## src/shared/ddcns_map.svh

```systemverilog
// register offsets, field positions, reset values for the downconverter sync control
`ifndef DDCNS_MAP_SVH
`define DDCNS_MAP_SVH

// register offsets
`define DDCNS_OFF_OSC_CTRL     8'h51
`define DDCNS_OFF_TUNE_B3      8'h52
`define DDCNS_OFF_TUNE_B2      8'h53
`define DDCNS_OFF_TUNE_B1      8'h54
`define DDCNS_OFF_TUNE_B0      8'h55
`define DDCNS_OFF_PHASE_HI     8'h56
`define DDCNS_OFF_PHASE_LO     8'h57
`define DDCNS_OFF_ALIGN_CTRL   8'h58
`define DDCNS_OFF_ALIGN_PIN    8'h59
`define DDCNS_OFF_OSC_CTRL2    8'h5a

// oscillator control fields
`define DDCNS_OSC_QSYNC_BIT    6
`define DDCNS_OSC_SPECREV_BIT  5
`define DDCNS_OSC_AMPDITH_BIT  2
`define DDCNS_OSC_PHDITH_BIT   1
`define DDCNS_OSC_RD_ONES      8'h11
`define DDCNS_OSC_WMASK        8'h66

// alignment control fields
`define DDCNS_ALN_QONCE_BIT    7
`define DDCNS_ALN_QEN_BIT      6
`define DDCNS_ALN_FONCE_BIT    5
`define DDCNS_ALN_FEN_BIT      4
`define DDCNS_ALN_TONCE_BIT    1
`define DDCNS_ALN_TEN_BIT      0
`define DDCNS_ALN_WMASK        8'hf3

// pin control fields
`define DDCNS_PIN_EDGE_BIT     1
`define DDCNS_PIN_RISE_BIT     0
`define DDCNS_PIN_WMASK        8'h03

// second oscillator control fields
`define DDCNS_OSC2_LOWLAT_BIT  0
`define DDCNS_OSC2_WMASK       8'h01

// reset values
`define DDCNS_RST_OSC_CTRL     8'h00
`define DDCNS_RST_BYTE         8'h00
`define DDCNS_RST_ALIGN_CTRL   8'h00
`define DDCNS_RST_ALIGN_PIN    8'h00
`define DDCNS_RST_OSC_CTRL2    8'h01
`define DDCNS_RD_UNMAPPED      8'h00

`endif

```

## src/shared/ddcns_pkg.sv

```systemverilog
// types shared by the downconverter sync control modules
package ddcns_pkg;

  // how the alignment input is turned into pulses
  typedef enum logic [1:0]
  {
    DDCNS_DET_LEVEL   = 2'b00,
    DDCNS_DET_FALLING = 2'b01,
    DDCNS_DET_RISING  = 2'b11
  } ddcns_detect_t;

endpackage

```

## src/rtl/ddcns_align_det.sv

```systemverilog
// alignment input synchroniser and level / edge pulse detector
`timescale 1ns/100ps
`default_nettype none

module ddcns_align_det
  import ddcns_pkg::*;
(
  input  wire logic                    clock_i,  // sample clock
  input  wire logic                    nrst_i,   // async reset, active low
  input  wire logic                    ce_i,     // clock enable
  input  wire logic                    pin_i,    // raw alignment pin
  input  wire ddcns_pkg::ddcns_detect_t mode_i,  // detection mode
  output logic                         pulse_o   // accepted pulse, one cycle per edge, held while the pin is high in level mode
);

  // synchroniser stages, history and pulse register
  logic meta_reg;   // first stage, read only by second stage
  logic meta_next;
  logic sync_reg;   // second stage, safe to read
  logic sync_next;
  logic prev_reg;   // previous synchronised level
  logic prev_next;
  logic pulse_reg;  // registered pulse
  logic pulse_next;

  // next-state: sync chain and detection on synchronised level
  always_comb
  begin
    meta_next  = pin_i;
    sync_next  = meta_reg;
    prev_next  = sync_reg;
    unique case (mode_i)
      DDCNS_DET_LEVEL:   pulse_next = sync_reg;
      DDCNS_DET_FALLING: pulse_next = prev_reg & ~sync_reg;
      DDCNS_DET_RISING:  pulse_next = ~prev_reg & sync_reg;
      default:           pulse_next = 1'b0;                   // illegal code
    endcase
  end

  // registers, frozen while clock enable is low
  always_ff @(posedge clock_i or negedge nrst_i)
  begin
    if (!nrst_i)
    begin
      meta_reg  <= 1'b0;
      sync_reg  <= 1'b0;
      prev_reg  <= 1'b0;
      pulse_reg <= 1'b0;
    end
    else if (ce_i)
    begin
      meta_reg  <= meta_next;
      sync_reg  <= sync_next;
      prev_reg  <= prev_next;
      pulse_reg <= pulse_next;
    end
  end

  assign pulse_o = pulse_reg;

endmodule

`default_nettype wire

```

## src/rtl/ddcns_ctrl.sv

```systemverilog
// register bank and alignment gating for the downconverter oscillators and filter
//
// Behaviour
// - bit 2 enables tunable oscillator amplitude dither
// - bit 1 enables tunable oscillator phase dither
// - oscillator control bit 0 reads as one
// - tuning word from bytes 0x52 (msb) to 0x55
// - tuning word is two's complement
// - phase offset loads on start and accepted pulse
// - quarter-rate one-shot aligns once, clears bit 6
// - bit 6 passes pulses to quarter-rate oscillator
// - filter one-shot aligns once, clears bit 4
// - bit 4 passes pulses to the filter
// - tunable one-shot aligns once, clears bit 0
// - bit 0 restarts accumulator from phase offset
// - pin bit 1 selects level or edge
// - pin bit 0 selects falling or rising edge
// - second control bit 0 selects low-latency path
// - master sync enable gates every sync function
// - sync control resets 0x00, control two 0x01
`timescale 1ns/100ps
`default_nettype none
`include "ddcns_map.svh"

module ddcns_ctrl
  import ddcns_pkg::*;
#(
  parameter int TUNE_W  = 32,  // tuning word width
  parameter int PHASE_W = 16   // phase offset width
)
(
  input  wire logic               clock_i,            // sample clock, 100 MHz
  input  wire logic               nrst_i,             // async reset, active low
  input  wire logic               ce_i,               // clock enable, freezes state
  input  wire logic [7:0]         reg_addr_i,         // register offset
  input  wire logic [7:0]         reg_wdata_i,        // write data
  input  wire logic               reg_wr_i,           // write strobe, one cycle
  input  wire logic               reg_rd_i,           // read strobe, one cycle
  output logic      [7:0]         reg_rdata_o,        // read data, next cycle
  input  wire logic               master_sync_en_i,   // master sync buffer enable
  input  wire logic               osc_start_i,        // oscillator start pulse
  input  wire logic               align_pin_i,        // external alignment pin
  output logic                    amp_dither_en_o,    // amplitude dither enable
  output logic                    phase_dither_en_o,  // phase dither enable
  output logic                    spectral_rev_o,     // spectral reversal
  output logic                    quarter_link_en_o,  // tunable to quarter-rate sync
  output logic                    low_latency_sel_o,  // low-latency path select
  output logic signed [TUNE_W-1:0] tuning_word_o,     // signed tuning word
  output logic      [PHASE_W-1:0] phase_offset_o,     // phase offset word
  output logic                    accum_load_o,       // load accumulator with offset
  output logic                    quarter_sync_o,     // quarter-rate oscillator sync
  output logic                    filter_sync_o       // half-band filter sync
);

  // ------------------------------------------------------------------
  // register storage
  // ------------------------------------------------------------------
  logic [7:0]        osc_ctrl_reg;      // oscillator control, writable bits
  logic [7:0]        osc_ctrl_next;
  logic [TUNE_W-1:0] tuning_reg;        // assembled tuning word
  logic [TUNE_W-1:0] tuning_next;
  logic [PHASE_W-1:0] phase_reg;        // assembled phase offset
  logic [PHASE_W-1:0] phase_next;
  logic [7:0]        align_ctrl_reg;    // alignment control
  logic [7:0]        align_ctrl_next;
  logic [7:0]        align_pin_reg;     // pin detection control
  logic [7:0]        align_pin_next;
  logic [7:0]        osc_ctrl2_reg;     // second oscillator control
  logic [7:0]        osc_ctrl2_next;
  logic [7:0]        rdata_reg;         // registered read data
  logic [7:0]        rdata_next;

  // ------------------------------------------------------------------
  // sync output registers
  // ------------------------------------------------------------------
  logic              accum_load_reg;    // accumulator load pulse
  logic              accum_load_next;
  logic              quarter_sync_reg;  // quarter-rate sync pulse
  logic              quarter_sync_next;
  logic              filter_sync_reg;   // filter sync pulse
  logic              filter_sync_next;

  // detector interface
  ddcns_detect_t     det_mode;          // decoded detection mode
  logic              align_pulse;       // accepted pin pulse, one cycle in edge modes, held in level mode

  // per-function accepted pulses
  logic              tune_hit;          // pulse reaches tunable oscillator
  logic              quarter_hit;       // pulse reaches quarter-rate oscillator
  logic              filter_hit;        // pulse reaches filter

  // write decode strobes
  logic              wr_osc;
  logic              wr_align;

  // ------------------------------------------------------------------
  // detection mode from pin control bits
  // ------------------------------------------------------------------
  always_comb
  begin
    if (!align_pin_reg[`DDCNS_PIN_EDGE_BIT])
    begin
      det_mode = DDCNS_DET_LEVEL;
    end
    else if (align_pin_reg[`DDCNS_PIN_RISE_BIT])
    begin
      det_mode = DDCNS_DET_RISING;
    end
    else
    begin
      det_mode = DDCNS_DET_FALLING;
    end
  end

  // synchroniser and pulse detector for the alignment pin
  ddcns_align_det u_det
  (
    .clock_i (clock_i),
    .nrst_i  (nrst_i),
    .ce_i    (ce_i),
    .pin_i   (align_pin_i),
    .mode_i  (det_mode),
    .pulse_o (align_pulse)
  );

  // ------------------------------------------------------------------
  // gating of the accepted pulse per function
  // ------------------------------------------------------------------
  always_comb
  begin
    // master enable qualifies everything
    tune_hit    = align_pulse & master_sync_en_i
                & align_ctrl_reg[`DDCNS_ALN_TEN_BIT];
    quarter_hit = align_pulse & master_sync_en_i
                & align_ctrl_reg[`DDCNS_ALN_QEN_BIT];
    filter_hit  = align_pulse & master_sync_en_i
                & align_ctrl_reg[`DDCNS_ALN_FEN_BIT];
  end

  // ------------------------------------------------------------------
  // write decode
  // ------------------------------------------------------------------
  always_comb
  begin
    wr_osc   = reg_wr_i & (reg_addr_i == `DDCNS_OFF_OSC_CTRL);
    wr_align = reg_wr_i & (reg_addr_i == `DDCNS_OFF_ALIGN_CTRL);
  end

  // ------------------------------------------------------------------
  // register next values: software writes and one-shot self-clear
  // ------------------------------------------------------------------
  always_comb
  begin
    osc_ctrl_next   = osc_ctrl_reg;
    tuning_next     = tuning_reg;
    phase_next      = phase_reg;
    align_ctrl_next = align_ctrl_reg;
    align_pin_next  = align_pin_reg;
    osc_ctrl2_next  = osc_ctrl2_reg;

    // oscillator control keeps bits 6, 5, 2, 1; bit 0 is reserved
    if (wr_osc)
    begin
      osc_ctrl_next = reg_wdata_i & `DDCNS_OSC_WMASK;
    end

    // tuning word and phase offset bytes, most significant first, then pin and second control
    if (reg_wr_i)
    begin
      unique case (reg_addr_i)
        `DDCNS_OFF_TUNE_B3:  tuning_next[31:24] = reg_wdata_i;
        `DDCNS_OFF_TUNE_B2:  tuning_next[23:16] = reg_wdata_i;
        `DDCNS_OFF_TUNE_B1:  tuning_next[15:8]  = reg_wdata_i;
        `DDCNS_OFF_TUNE_B0:  tuning_next[7:0]   = reg_wdata_i;
        `DDCNS_OFF_PHASE_HI: phase_next[15:8]   = reg_wdata_i;
        `DDCNS_OFF_PHASE_LO: phase_next[7:0]    = reg_wdata_i;
        `DDCNS_OFF_ALIGN_PIN:
          align_pin_next = reg_wdata_i & `DDCNS_PIN_WMASK;
        `DDCNS_OFF_OSC_CTRL2:
          osc_ctrl2_next = reg_wdata_i & `DDCNS_OSC2_WMASK;
        default: ;                                              // other offsets
      endcase
    end

    // one-shot modes drop their enable after the first pulse
    if (quarter_hit && align_ctrl_reg[`DDCNS_ALN_QONCE_BIT])
    begin
      align_ctrl_next[`DDCNS_ALN_QEN_BIT] = 1'b0;
    end
    if (filter_hit && align_ctrl_reg[`DDCNS_ALN_FONCE_BIT])
    begin
      align_ctrl_next[`DDCNS_ALN_FEN_BIT] = 1'b0;
    end
    if (tune_hit && align_ctrl_reg[`DDCNS_ALN_TONCE_BIT])
    begin
      align_ctrl_next[`DDCNS_ALN_TEN_BIT] = 1'b0;
    end

    // a software write in the same cycle carries newer intent and wins
    if (wr_align)
    begin
      align_ctrl_next = reg_wdata_i & `DDCNS_ALN_WMASK;
    end
  end

  // ------------------------------------------------------------------
  // read data: reserved bits zero except the read-as-one bits
  // ------------------------------------------------------------------
  always_comb
  begin
    rdata_next = rdata_reg;
    if (reg_rd_i)
    begin
      unique case (reg_addr_i)
        `DDCNS_OFF_OSC_CTRL:
          rdata_next = osc_ctrl_reg | `DDCNS_OSC_RD_ONES;
        `DDCNS_OFF_TUNE_B3:    rdata_next = tuning_reg[31:24];
        `DDCNS_OFF_TUNE_B2:    rdata_next = tuning_reg[23:16];
        `DDCNS_OFF_TUNE_B1:    rdata_next = tuning_reg[15:8];
        `DDCNS_OFF_TUNE_B0:    rdata_next = tuning_reg[7:0];
        `DDCNS_OFF_PHASE_HI:   rdata_next = phase_reg[15:8];
        `DDCNS_OFF_PHASE_LO:   rdata_next = phase_reg[7:0];
        `DDCNS_OFF_ALIGN_CTRL: rdata_next = align_ctrl_reg;
        `DDCNS_OFF_ALIGN_PIN:  rdata_next = align_pin_reg;
        `DDCNS_OFF_OSC_CTRL2:  rdata_next = osc_ctrl2_reg;
        default:               rdata_next = `DDCNS_RD_UNMAPPED;
      endcase
    end
  end

  // ------------------------------------------------------------------
  // sync pulse outputs, registered one cycle after the accepted pulse
  // ------------------------------------------------------------------
  always_comb
  begin
    accum_load_next   = osc_start_i | tune_hit;
    quarter_sync_next = quarter_hit;
    filter_sync_next  = filter_hit;
  end

  // ------------------------------------------------------------------
  // register bank flops
  // ------------------------------------------------------------------
  always_ff @(posedge clock_i or negedge nrst_i)
  begin
    if (!nrst_i)
    begin
      osc_ctrl_reg   <= `DDCNS_RST_OSC_CTRL;
      tuning_reg     <= '0;
      phase_reg      <= '0;
      align_ctrl_reg <= `DDCNS_RST_ALIGN_CTRL;
      align_pin_reg  <= `DDCNS_RST_ALIGN_PIN;
      osc_ctrl2_reg  <= `DDCNS_RST_OSC_CTRL2;
      rdata_reg      <= `DDCNS_RD_UNMAPPED;
    end
    else if (ce_i)
    begin
      osc_ctrl_reg   <= osc_ctrl_next;
      tuning_reg     <= tuning_next;
      phase_reg      <= phase_next;
      align_ctrl_reg <= align_ctrl_next;
      align_pin_reg  <= align_pin_next;
      osc_ctrl2_reg  <= osc_ctrl2_next;
      rdata_reg      <= rdata_next;
    end
  end

  // ------------------------------------------------------------------
  // sync pulse flops
  // ------------------------------------------------------------------
  always_ff @(posedge clock_i or negedge nrst_i)
  begin
    if (!nrst_i)
    begin
      accum_load_reg   <= 1'b0;
      quarter_sync_reg <= 1'b0;
      filter_sync_reg  <= 1'b0;
    end
    else if (ce_i)
    begin
      accum_load_reg   <= accum_load_next;
      quarter_sync_reg <= quarter_sync_next;
      filter_sync_reg  <= filter_sync_next;
    end
  end

  // ------------------------------------------------------------------
  // outputs straight from flops
  // ------------------------------------------------------------------
  assign reg_rdata_o       = rdata_reg;
  assign amp_dither_en_o   = osc_ctrl_reg[`DDCNS_OSC_AMPDITH_BIT];
  assign phase_dither_en_o = osc_ctrl_reg[`DDCNS_OSC_PHDITH_BIT];
  assign spectral_rev_o    = osc_ctrl_reg[`DDCNS_OSC_SPECREV_BIT];
  assign quarter_link_en_o = osc_ctrl_reg[`DDCNS_OSC_QSYNC_BIT];
  assign low_latency_sel_o = osc_ctrl2_reg[`DDCNS_OSC2_LOWLAT_BIT];
  // signed view, negative offsets pass straight through
  assign tuning_word_o     = $signed(tuning_reg);
  assign phase_offset_o    = phase_reg;
  assign accum_load_o      = accum_load_reg;
  assign quarter_sync_o    = quarter_sync_reg;
  assign filter_sync_o     = filter_sync_reg;

endmodule

`default_nettype wire

```

## config.mk

```make
export PLATFORM = sky130hd
export DESIGN_NAME = ddcns_ctrl
export DESIGN_NICKNAME = d
export VERILOG_FILES = /design/src/shared/ddcns_pkg.sv /design/src/rtl/ddcns_align_det.sv /design/src/rtl/ddcns_ctrl.sv
export VERILOG_INCLUDE_DIRS = /design/src /design/src/shared
export SDC_FILE = /design/constraint.sdc
export NUM_CORES = 1
export LEC_CHECK = 0
export ABC_AREA = 1
export BUFFER_PORTS_ARGS = -buffer_cell sky130_fd_sc_hd__clkbuf_2
export CELL_PAD_IN_SITES_DETAIL_PLACEMENT = 1
export CELL_PAD_IN_SITES_GLOBAL_PLACEMENT = 1
export CORE_ASPECT_RATIO = 0.5
export CORE_MARGIN = 8
export CORE_UTILIZATION = 39
export DETAILED_ROUTE_END_ITERATION = 10
export PLACE_DENSITY = 0.85
export SLEW_MARGIN = 20
export SYNTH_ARGS = -nofsm -noshare
export SYNTH_HDL_FRONTEND = slang
export SYNTH_SLANG_ARGS = --single-unit
```

## constraint.sdc

```tcl
create_clock -name clock_i -period 1.1 [get_ports clock_i]
set_input_delay 0.11 -clock clock_i [delete_from_list [all_inputs] [get_ports clock_i]]
set_output_delay 0.11 -clock clock_i [all_outputs]
set_load 0.01 [all_outputs]
```

==> results of run 1 <==
## through the flow
stage	std cells	utilization	hold WS, ns
after floorplan	444	-	-0.186
after global placement	672	0.486	-0.0181
after detailed placement	672	0.486	-0.0170
after CTS	687	0.523	0.00183
after global routing	705	0.566	0.00759
final	705	0.566	-0.000705
## repair_timing
item | CTS | global route
setup endpoints to repair | 13 | 50
endpoints found under the hold margin | 75 | 0
cloned | 0 | 3
hold buffers | 1 | 0
buffers inserted | 0 | 17
resized for setup | 13 | 66
pin swaps | 2 | 20
## cell type report
class	count	share of cell area
Tap cell	121	0.0289
Timing Repair Buffer	138	0.191
Clock inverter	4	0.00931
Sequential cell	76	0.363
Inverter	45	0.0327
Multi-Input combinational cell	309	0.328
Clock buffer	12	0.0470
## power groups by stage
| stage | registers, mW | logic (mW) | clock network, mW |
|---|---|---|---|
| floorplan | 3.06 | 0.243 | 0 |
| detailed placement | 3.05 | 0.622 | 0 |
| finish | 3.01 | 0.736 | 3.07 |
| global route | 3.02 | 0.789 | 3.17 |
| CTS | 3.00 | 0.639 | 3.00 |
| global placement | 3.04 | 0.596 | 0 |
## placed cells by master (no fill, tap or decap), types with 2 or more instances in the layout
cell and count:
sky130_fd_sc_hd__nand2_4 3, sky130_fd_sc_hd__clkbuf_16 11, sky130_fd_sc_hd__o21ai_1 32, sky130_fd_sc_hd__buf_6 8, sky130_fd_sc_hd__nand2_2 15, sky130_fd_sc_hd__nand3b_1 2, sky130_fd_sc_hd__clkinv_2 2, sky130_fd_sc_hd__nand3_1 38
sky130_fd_sc_hd__o21ai_0 36, sky130_fd_sc_hd__a21oi_1 2, sky130_fd_sc_hd__clkbuf_8 2, sky130_fd_sc_hd__inv_2 7, sky130_fd_sc_hd__a21oi_2 3, sky130_fd_sc_hd__nand2_1 111, sky130_fd_sc_hd__nor2_1 11, sky130_fd_sc_hd__clkbuf_1 2
sky130_fd_sc_hd__nand4_1 4, sky130_fd_sc_hd__clkbuf_2 81, sky130_fd_sc_hd__buf_12 7, sky130_fd_sc_hd__nand3_2 20, sky130_fd_sc_hd__nor2_4 10, sky130_fd_sc_hd__dfrtp_1 75, sky130_fd_sc_hd__buf_4 37, sky130_fd_sc_hd__nor2_2 9
sky130_fd_sc_hd__nand3_4 3, sky130_fd_sc_hd__a31oi_1 2, sky130_fd_sc_hd__o21ai_2 2, sky130_fd_sc_hd__inv_1 37
## worst max-delay path, stage by stage, from the launching register on
cell                       delay (ns)
sky130_fd_sc_hd__dfrtp_1         0.42
sky130_fd_sc_hd__nand3_1         0.11
sky130_fd_sc_hd__nand2_1         0.08
sky130_fd_sc_hd__nor2_1          0.16
sky130_fd_sc_hd__nand3b_1        0.17
sky130_fd_sc_hd__nand2_1         0.12
sky130_fd_sc_hd__nand2_1         0.05
## synth_stat cells, drive strengths merged
cell type	number	area, µm²
dfrtp	75	1880
clkbuf	1	3.75
nand3	61	330
and3	1	6.26
dfstp	1	26.3
nor2	31	175
inv	45	169
nand3b	2	15.0
o211ai	1	7.51
a31oi	2	12.5
mux2	1	11.3
nand4	5	46.3
mux2i	1	10.0
o21ai	70	350
buf	13	83.8
nand2	129	504
a21oi	5	25.0
## metal layers
metal / vias to the layer above / wire length, µm / track usage
li1: 1723 / - / -
met1: 2061 / 7140 / 0.260
met2: 222 / 8140 / 0.362
met3: 64 / 1250 / 0.0707
met4: 0 / 785 / 0.102
met5: - / 0 / 0
## logic make-up (layout without fill, tap and decap cells)
group,after synthesis,after routing,synth area share
AO/OA/AOI/OAI,78,78,0.108
buffers and inverters,59,199,0.0702
flip-flops,76,76,0.521
multiplexers,2,2,0.00582
AND/OR/NAND/NOR,229,229,0.295
## how the worst max path moves through the flow
stage	depth (start not counted)	endpoint	slack, ns	start
2_1_floorplan	9	tuning_word_o[14]	0.0004	reg_addr_i[3]
3_3_place_gp	12	reg_rdata_o[1]	-0.27	reg_addr_i[7]
3_5_place_dp	12	reg_rdata_o[1]	-0.33	reg_addr_i[5]
4_1_cts	1	low_latency_sel_o	-0.04	osc_ctrl2_reg[0]
5_1_grt	6	reg_rdata_o[2]	-0.15	tuning_word_o[18]
6_report	6	reg_rdata_o[2]	-0.13	tuning_word_o[18]
==> summary.txt, run 1 <==
Run status
  – Outcome: complete, but fails checks
  – Violations in the final reports: negative hold slack, negative setup slack

Placement
  – DPL Wire Length: 9690 µm
  – Number of port buffers: 87
  – Placed cell areas: 4500 µm²
  – Final GP Congestion: 0.839
  – Pre-CTS setup slack: -0.334 ns

Routing
  – Detailed Route WL: 17300 µm
  – Detailed Routing Iterations Pass 1: 4
  – ANT nets after route: 0
  – Drt via density: 5.77
  – DRC violation count after routing: 0
  – Via count: 4070
  – DR WL/cell: 24.6 µm
  – Initial detailed-routing violation count: 356

Worst setup path
  – Critical path capture point type: register
  – Worst Path Class, Setup: register to register
  – CP arrival: 1.46 ns
  – Startpoint of the worst-slack reg-to-reg timing path: tuning_word_o[18]
  – Cell count of the worst reg-to-reg path: 6
  – Data required time at the worst endpoint: 1.33 ns
  – Max FO, Critical Path: 3
  – Flop-to-flop setup slack: -0.13 ns
  – Destination of the worst register-to-register timing path: reg_rdata_o[2]
  – Critical Path Source Type: register

Timing
  – Relative slew margins: 0.687
  – Worst Clk Skew: 0.00964 ns
  – Accumulated negative setup slack: -0.674 ns
  – Fin worst setup slack: -0.126 ns
  – Worst-Margin Slew: 0.469 ns
  – Worst hold margin: -0.000705 ns
  – Setup repair after global routing missed its margin: true
  – Final Cycle Share: 1.11
  – Number of failing setup endpoints in the final timing report: 23
  – Highest attainable clock frequency: 816 MHz
  – Number of pins exceeding their max-slew limit in the final report: 0
  – Hold violation total from the final report: 1
  – Time the worst path needs with I/O delays and setup: 1.23 ns

Power and ir drop
  – Internal power component: 4.99 mW
  – Sequential group share of total power: 0.442
  – Clock share of power: 0.450
  – Power density over cell area: 1300 nW/µm²
  – Peak ir drop on the vdd network: 0.734 mV
  – Net switching fraction of the power: 0.268
  – Static leakage power: 2.71 nW
  – Power after layout: 6.82 mW
  – Psw: 1.83 mW
  – Combinational share of power: 0.108

Die
  – Count of pins on the block boundary: 88
  – Horizontal die dimension: 153 µm
  – Core region area: 9260 µm²
  – Site row count: 25
  – Die height: 84.4 µm
  – Die Area: 12900 µm²
  – Starting density of the core: 0.395

Global route
  – Aggregate global routing overflow: 0
  – Vias in the first global route: 4053
  – Largest net degree at the start of global routing: 38
  – Overall fraction of global-route tracks in use: 0.220
  – Initial antenna violation count: 1
  – Wire length of the first global-routing pass: 22300 µm

Synth
  – Synthesized area divided by synthesized cell count: 8.23 µm²
  – Number of nets in the synthesized netlist: 468
  – Sequential fraction of the synthesis area: 0.521
  – Synthesized area: 3650 µm²
  – Yosys warnings: 0
  – Number of synthesized register bits: 76
  – Distinct cell type count after synthesis: 27
  – Number of instances in the synthesized netlist: 444

Clock network
  – Clock buffers created by TritonCTS: 9
  – Latest clock arrival within the worst-skew pair: 0.35 ns
  – Num Clock Sinks: 76
  – Clock Tree Buf Depth: 2
  – Root cell of the clock tree: sky130_fd_sc_hd__clkbuf_16
  – Clock slew seen by the registers of the worst setup and hold paths: 0.06 ns
  – CTS tree: built
  – CTS HTree Levels: 3

Job
  – MaxCap Viol Count: 0

Finish
  – Area of the multi-input gates: 1720 µm²
  – Final-layout fill cell count: 1107
  – Share of post-route cells with drive strength above 1: 0.390
  – Sequential cell area: 1900 µm²
  – Count of antenna diodes in the layout: 0
  – Nets: 603
  – Layout Area Growth over Synthesis: 43.5%
  – Cell area after layout: 5240 µm²
  – Flip-flop count of the largest register after layout: 32

Min path
  – Number of cells on the worst hold path: 2
  – Hold-critical path endpoint: u_det.meta_reg
  – Origin of the worst min-delay path: align_pin_i
  – Worst hold-check path type: primary input to register
(Power assumes the default switching activity.)
==> run 2: changes to the inputs <==
Settings changed: RECOVER_POWER from default to 100.
==> run 2 against run 1 <==
The flow still finishes with violations (negative hold slack, negative setup slack). Sequential power is essentially flat. Fmax shrank 1.1%. Combinational power shrank 2%. Critical path depth is the same. Utilization shrank 0.53 points. Critical endpoint unchanged. Highest routed layer unchanged.
==> summary.txt, run 2 (synthesis results as in run 1) <==
Global route
  – Aggregate global routing overflow: 0
  – Overall fraction of global-route tracks in use: 0.220
  – Met3 routing resource usage after global routing: 0.0707
  – Wire length of the first global-routing pass: 22300 µm
  – Met1 usage in global routing: 0.260
  – Busiest grt layer: met2
  – Met2 Track Usage GR: 0.362
  – Largest net degree at the start of global routing: 38
  – Vias in the first global route: 4053
  – Initial antenna violation count: 1

Finish
  – Layout Area Growth over Synthesis: 42.2%
  – Nets: 603
  – Flip-flop count of the largest register after layout: 32
  – Most frequent standard cell in the layout excluding fill and tap cells: sky130_fd_sc_hd__nand2_1
  – Count of antenna diodes in the layout: 0
  – Final Non-Filler Cells: 705
  – Commonest non-fill, non-tap cells in the layout: 111 x sky130_fd_sc_hd__nand2_1, 75 x sky130_fd_sc_hd__dfrtp_1, 75 x sky130_fd_sc_hd__clkbuf_2
  – Share of post-route cells with drive strength above 1: 0.372

Clock network
  – CTS tree: built
  – Root cell of the clock tree: sky130_fd_sc_hd__clkbuf_16
  – Clock buffers created by TritonCTS: 9
  – Latest clock arrival within the worst-skew pair: 0.35 ns
  – Num Clock Sinks: 76
  – Clock Tree Buf Depth: 2
  – CTS HTree Levels: 3
  – Clock slew seen by the registers of the worst setup and hold paths: 0.06 ns

Routing
  – Initial detailed-routing violation count: 374
  – DR WL/cell: 24.6 µm
  – ANT nets after route: 0
  – Detailed Route WL: 17400 µm
  – Detailed Routing Iterations Pass 1: 5
  – DRC violation count after routing: 0
  – Drt via density: 5.77
  – Via count: 4070

Timing
  – Relative slew margins: 0.692
  – Time the worst path needs with I/O delays and setup: 1.24 ns
  – Worst Clk Skew: 0.0120 ns
  – Number of failing setup endpoints in the final timing report: 23
  – Fin worst setup slack: -0.140 ns
  – Worst hold margin: -0.000384 ns
  – Highest attainable clock frequency: 806 MHz
  – Worst-Margin Slew: 0.461 ns
  – Setup repair after global routing missed its margin: true
  – Hold violation total from the final report: 1
  – Number of pins exceeding their max-slew limit in the final report: 0
  – Final Cycle Share: 1.13

Run status
  – Outcome: complete, but fails checks
  – Violations in the final reports: negative hold slack, negative setup slack

Die
  – Die height: 84.4 µm
  – Site row count: 25
  – Horizontal die dimension: 153 µm
  – Starting density of the core: 0.395
  – Die Area: 12900 µm²
  – Core region area: 9260 µm²
  – Count of pins on the block boundary: 88

Power and ir drop
  – Power after layout: 6.80 mW
  – Peak ir drop on the vdd network: 0.734 mV
  – Power density over cell area: 1310 nW/µm²
  – Static leakage power: 2.67 nW

Min path
  – Worst hold-check path type: primary input to register

Placement
  – DPL Wire Length: 9690 µm
  – Number of port buffers: 87
  – # placed instances: 672
  – Final GP Congestion: 0.839

Worst setup path
  – Critical Path Source Type: register
  – Critical path capture point type: register
  – CP arrival: 1.47 ns
  – Data required time at the worst endpoint: 1.33 ns
  – Worst Path Class, Setup: register to register
  – Max FO, Critical Path: 3

Job
  – MaxCap Viol Count: 0
## run 2: cell types whose count changed in the layout (fill, tap and decap cells not counted), sizes merged
cell    delta
buf        -3
clkbuf     +3
## run 2: per-stage QoR
step / setup TNS, ns / hold WS, ns / cell area (µm²) / worst slack (ns) / util
floorplan: 0 / -0.186 / 3660 / 0.000403 / -
finish: -0.676 / -0.000384 / 5190 / -0.140 / 0.561
global route: -2.02 / 0.00757 / 5190 / -0.149 / 0.561
global placement: -9.25 / -0.0181 / 4500 / -0.270 / 0.486
detailed placement: -13.85 / -0.0170 / 4500 / -0.334 / 0.486
CTS: -0.0943 / 0.00183 / 4840 / -0.0382 / 0.523
## run 2: power by group
group	internal, mW	switching [mW]	total, mW
sequential	2.91	0.103	3.01
combinational	0.250	0.469	0.718
clock	1.82	1.25	3.07
## run 2: area by class of cell
| type | instances | area [µm²] |
|---|---|---|
| Multi-Input combinational cell | 309 | 1710 |
| Timing Repair Buffer | 138 | 963 |
| Clock inverter | 4 | 48.8 |
| Clock buffer | 12 | 246 |
| Inverter | 45 | 171 |
| Tap cell | 121 | 151 |
| Fill cell | 1112 | 4060 |
| Sequential cell | 76 | 1900 |
## run 2: path summary, 6_finish.rpt
kind | start | endpoint | slack, ns | cells after the start
setup / recovery | tuning_word_o[18] | reg_rdata_o[2] | -0.14 | 6
hold / removal | align_pin_i | u_det.meta_reg | -0.0004 | 2
setup reg to reg | tuning_word_o[18] | reg_rdata_o[2] | -0.14 | 6
hold reg to reg | reg_rdata_o[4] | reg_rdata_o[4] | 0.49 | 2
max in group asynchronous | nrst_i | osc_ctrl_reg[1] | 0.09 | 3
min in group asynchronous | nrst_i | phase_offset_o[12] | 0.22 | 2
## run 2: repair_timing
action / in CTS / in global routing
buffers inserted: 0 / 17
hold endpoints to repair: 75 / 0
setup endpoints to repair: 13 / 50
cloned: 0 / 3
hold buffers: 1 / 0
pin swaps: 2 / 20
resized for setup: 13 / 66
## run 2: routing by layer
layer  wire, µm  vias up
met3       1310       59
met5          0        -
met2       8170      234
met1       7140     2050
li1           -     1727
met4        753        0
## run 2: critical path: stages, from the launching register on
cell and delay (ns):
sky130_fd_sc_hd__dfrtp_1 0.43, sky130_fd_sc_hd__nand3_1 0.11, sky130_fd_sc_hd__nand2_1 0.09, sky130_fd_sc_hd__nor2_1 0.16, sky130_fd_sc_hd__nand3b_1 0.17, sky130_fd_sc_hd__nand2_1 0.11, sky130_fd_sc_hd__nand2_1 0.05
==> run 3: changes to the inputs <==
Settings changed: CORE_ASPECT_RATIO 0.5 to 1.1, PLACE_DENSITY 0.85 to default, PLACE_DENSITY_LB_ADDON from default to 0.1.
==> run 3 against run 2 <==
The run ends with negative setup slack left. Register-to-register slack improved by 0.14 ns. Die area down 1.4%. Sequential cell count unchanged. Clock power down 30%. Design area fell by 7.9%. Clock skew up 0.0032 ns. Combinational power shrank 9.5%. Setup slack gained 0.12 ns. Cell count fell by 2.4%. First-iteration DRC count fell by 70%. Non-clock buffer count decreased by 12. Via count fell by 14%. Critical path type is now register to output port.
==> summary.txt, run 3 (synthesis results as in run 1) <==
Run status
  – Outcome: complete, but fails checks
  – Violations in the final reports: negative setup slack

Timing
  – Fin worst setup slack: -0.0197 ns
  – Setup repair after global routing missed its margin: true
  – Accumulated negative setup slack: -0.0502 ns
  – Time the worst path needs with I/O delays and setup: 1.12 ns
  – Final Cycle Share: 1.02
  – Hold violation total from the final report: 0
  – Number of failing setup endpoints in the final timing report: 5
  – Worst Clk Skew: 0.0152 ns
  – Worst-Margin Slew: 0.715 ns
  – Highest attainable clock frequency: 893 MHz
  – Relative slew margins: 0.524
  – Number of pins exceeding their max-slew limit in the final report: 0

Clock network
  – Root cell of the clock tree: sky130_fd_sc_hd__clkbuf_8
  – Clock slew seen by the registers of the worst setup and hold paths: 0.09 ns
  – CTS tree: built
  – Clock Tree Buf Depth: 2
  – CTS HTree Levels: 3
  – Latest clock arrival within the worst-skew pair: 0.36 ns
  – Num Clock Sinks: 76
  – Clock buffers created by TritonCTS: 9

Global route
  – Vias in the first global route: 3818
  – Largest net degree at the start of global routing: 77
  – Initial antenna violation count: 0
  – Overall fraction of global-route tracks in use: 0.204
  – Wire length of the first global-routing pass: 20400 µm
  – Aggregate global routing overflow: 0

Power and ir drop
  – Net switching fraction of the power: 0.271
  – Combinational share of power: 0.112
  – Power after layout: 5.81 mW
  – Power density over cell area: 1220 nW/µm²
  – Internal power component: 4.24 mW
  – Peak ir drop on the vdd network: 0.673 mV
  – Psw: 1.57 mW
  – Clock share of power: 0.372
  – Sequential group share of total power: 0.516
  – Static leakage power: 2.35 nW

Die
  – Core region area: 9260 µm²
  – Die height: 118 µm
  – Horizontal die dimension: 108 µm
  – Die Area: 12700 µm²
  – Starting density of the core: 0.395
  – Site row count: 37
  – Count of pins on the block boundary: 88

Routing
  – DR WL/cell: 18.4 µm
  – Initial detailed-routing violation count: 112
  – Detailed Routing Iterations Pass 1: 4
  – Drt via density: 5.10
  – Via count: 3511
  – ANT nets after route: 0
  – Detailed Route WL: 12700 µm
  – DRC violation count after routing: 0

Finish
  – Share of post-route cells with drive strength above 1: 0.215
  – Count of antenna diodes in the layout: 0
  – Most frequent standard cell in the layout excluding fill and tap cells: sky130_fd_sc_hd__nand2_1
  – Commonest non-fill, non-tap cells in the layout: 120 x sky130_fd_sc_hd__nand2_1, 75 x sky130_fd_sc_hd__dfrtp_1, 57 x sky130_fd_sc_hd__clkbuf_1
  – Nets: 591
  – Layout Area Growth over Synthesis: 30.9%
  – Flip-flop count of the largest register after layout: 32

Placement
  – Number of port buffers: 87
  – DPL Wire Length: 9280 µm
  – Final GP Congestion: 0.828

Worst setup path
  – Data required time at the worst endpoint: 0.99 ns
  – Critical path capture point type: output port
  – Critical Path Source Type: register
  – CP arrival: 1.01 ns
  – Max FO, Critical Path: 2
  – Worst Path Class, Setup: register to output port

Min path
  – Worst hold-check path type: primary input to register

Job
  – MaxCap Viol Count: 0
[run 3: changes by cell type in the layout (fill, tap and decap cells not counted), moves of 6 or more]
cell	before	now
sky130_fd_sc_hd__clkbuf_1	10	57
sky130_fd_sc_hd__clkbuf_2	75	25
sky130_fd_sc_hd__nand3_2	18	10
sky130_fd_sc_hd__clkbuf_8	2	10
sky130_fd_sc_hd__buf_4	34	21
sky130_fd_sc_hd__clkbuf_16	11	0
sky130_fd_sc_hd__nor2_1	11	19
sky130_fd_sc_hd__dlygate4sd3_1	1	7
sky130_fd_sc_hd__nand3_1	40	48
sky130_fd_sc_hd__nand2_1	111	120
sky130_fd_sc_hd__nand2_2	15	6
[run 3: path summary, 6_finish.rpt]
kind / cells past startpoint / start / endpoint / slack, ns
max: 2 / phase_offset_o[5] / phase_offset_o[5] / -0.02
min: 5 / reg_wr_i / align_ctrl_reg[4] / 0.1
max reg2reg: 7 / osc_ctrl2_reg[0] / reg_rdata_o[0] / 0
min reg2reg: 2 / reg_rdata_o[0] / reg_rdata_o[0] / 0.48
max in group asynchronous: 3 / nrst_i / phase_offset_o[10] / 0.15
min in group asynchronous: 3 / nrst_i / phase_offset_o[4] / 0.40
[run 3: layout make-up]
| type | count | area, µm² |
|---|---|---|
| Clock buffer | 11 | 141 |
| Clock inverter | 4 | 50.0 |
| Fill cell | 1192 | 4480 |
| Inverter | 45 | 173 |
| Multi-Input combinational cell | 309 | 1600 |
| Sequential cell | 76 | 1900 |
| Tap cell | 117 | 146 |
| Timing Repair Buffer | 126 | 768 |
[run 3: timing repair]
item | in CTS | in global routing
buffers inserted | 2 | 4
hold buffers | 7 | 0
gates resized for setup | 7 | 41
pin swaps | 0 | 19
hold endpoints to repair | 81 | 0
endpoints found under the setup margin | 12 | 37
[run 3: critical path, stage by stage, from the launching register on]
cell	delay [ns]
sky130_fd_sc_hd__dfrtp_1	0.39
sky130_fd_sc_hd__buf_4	0.14
sky130_fd_sc_hd__clkbuf_2	0.12
[run 3: per-stage QoR]
stage               area (µm²)  hold WS [ns]  worst slack, ns  cells  utilization
floorplan                 3660        -0.186         0.000403    444            -
CTS                       4740        0.0808          -0.0358    684        0.512
global route              4780         0.104          -0.0640    688        0.516
global placement          4480         0.166           -0.206    667        0.483
detailed placement        4480         0.167           -0.288    667        0.483
finish                    4780        0.0961          -0.0197    688        0.516
[run 3: power groups by stage]
stage / clock network (mW) / logic (mW) / registers, mW
global route: 2.31 / 0.721 / 3.01
CTS: 2.21 / 0.661 / 3.00
detailed placement: 0 / 0.642 / 3.05
global placement: 0 / 0.624 / 3.05
floorplan: 0 / 0.243 / 3.06
finish: 2.16 / 0.650 / 3.00
[run 3: routing by layer]
metal | GRT usage | vias up | routed length, µm
met2 | 0.334 | 79 | 6230
met3 | 0.0405 | 20 | 511
li1 | - | 1700 | -
met4 | 0.0754 | 0 | 252
met5 | 0 | - | 0
met1 | 0.258 | 1712 | 5690
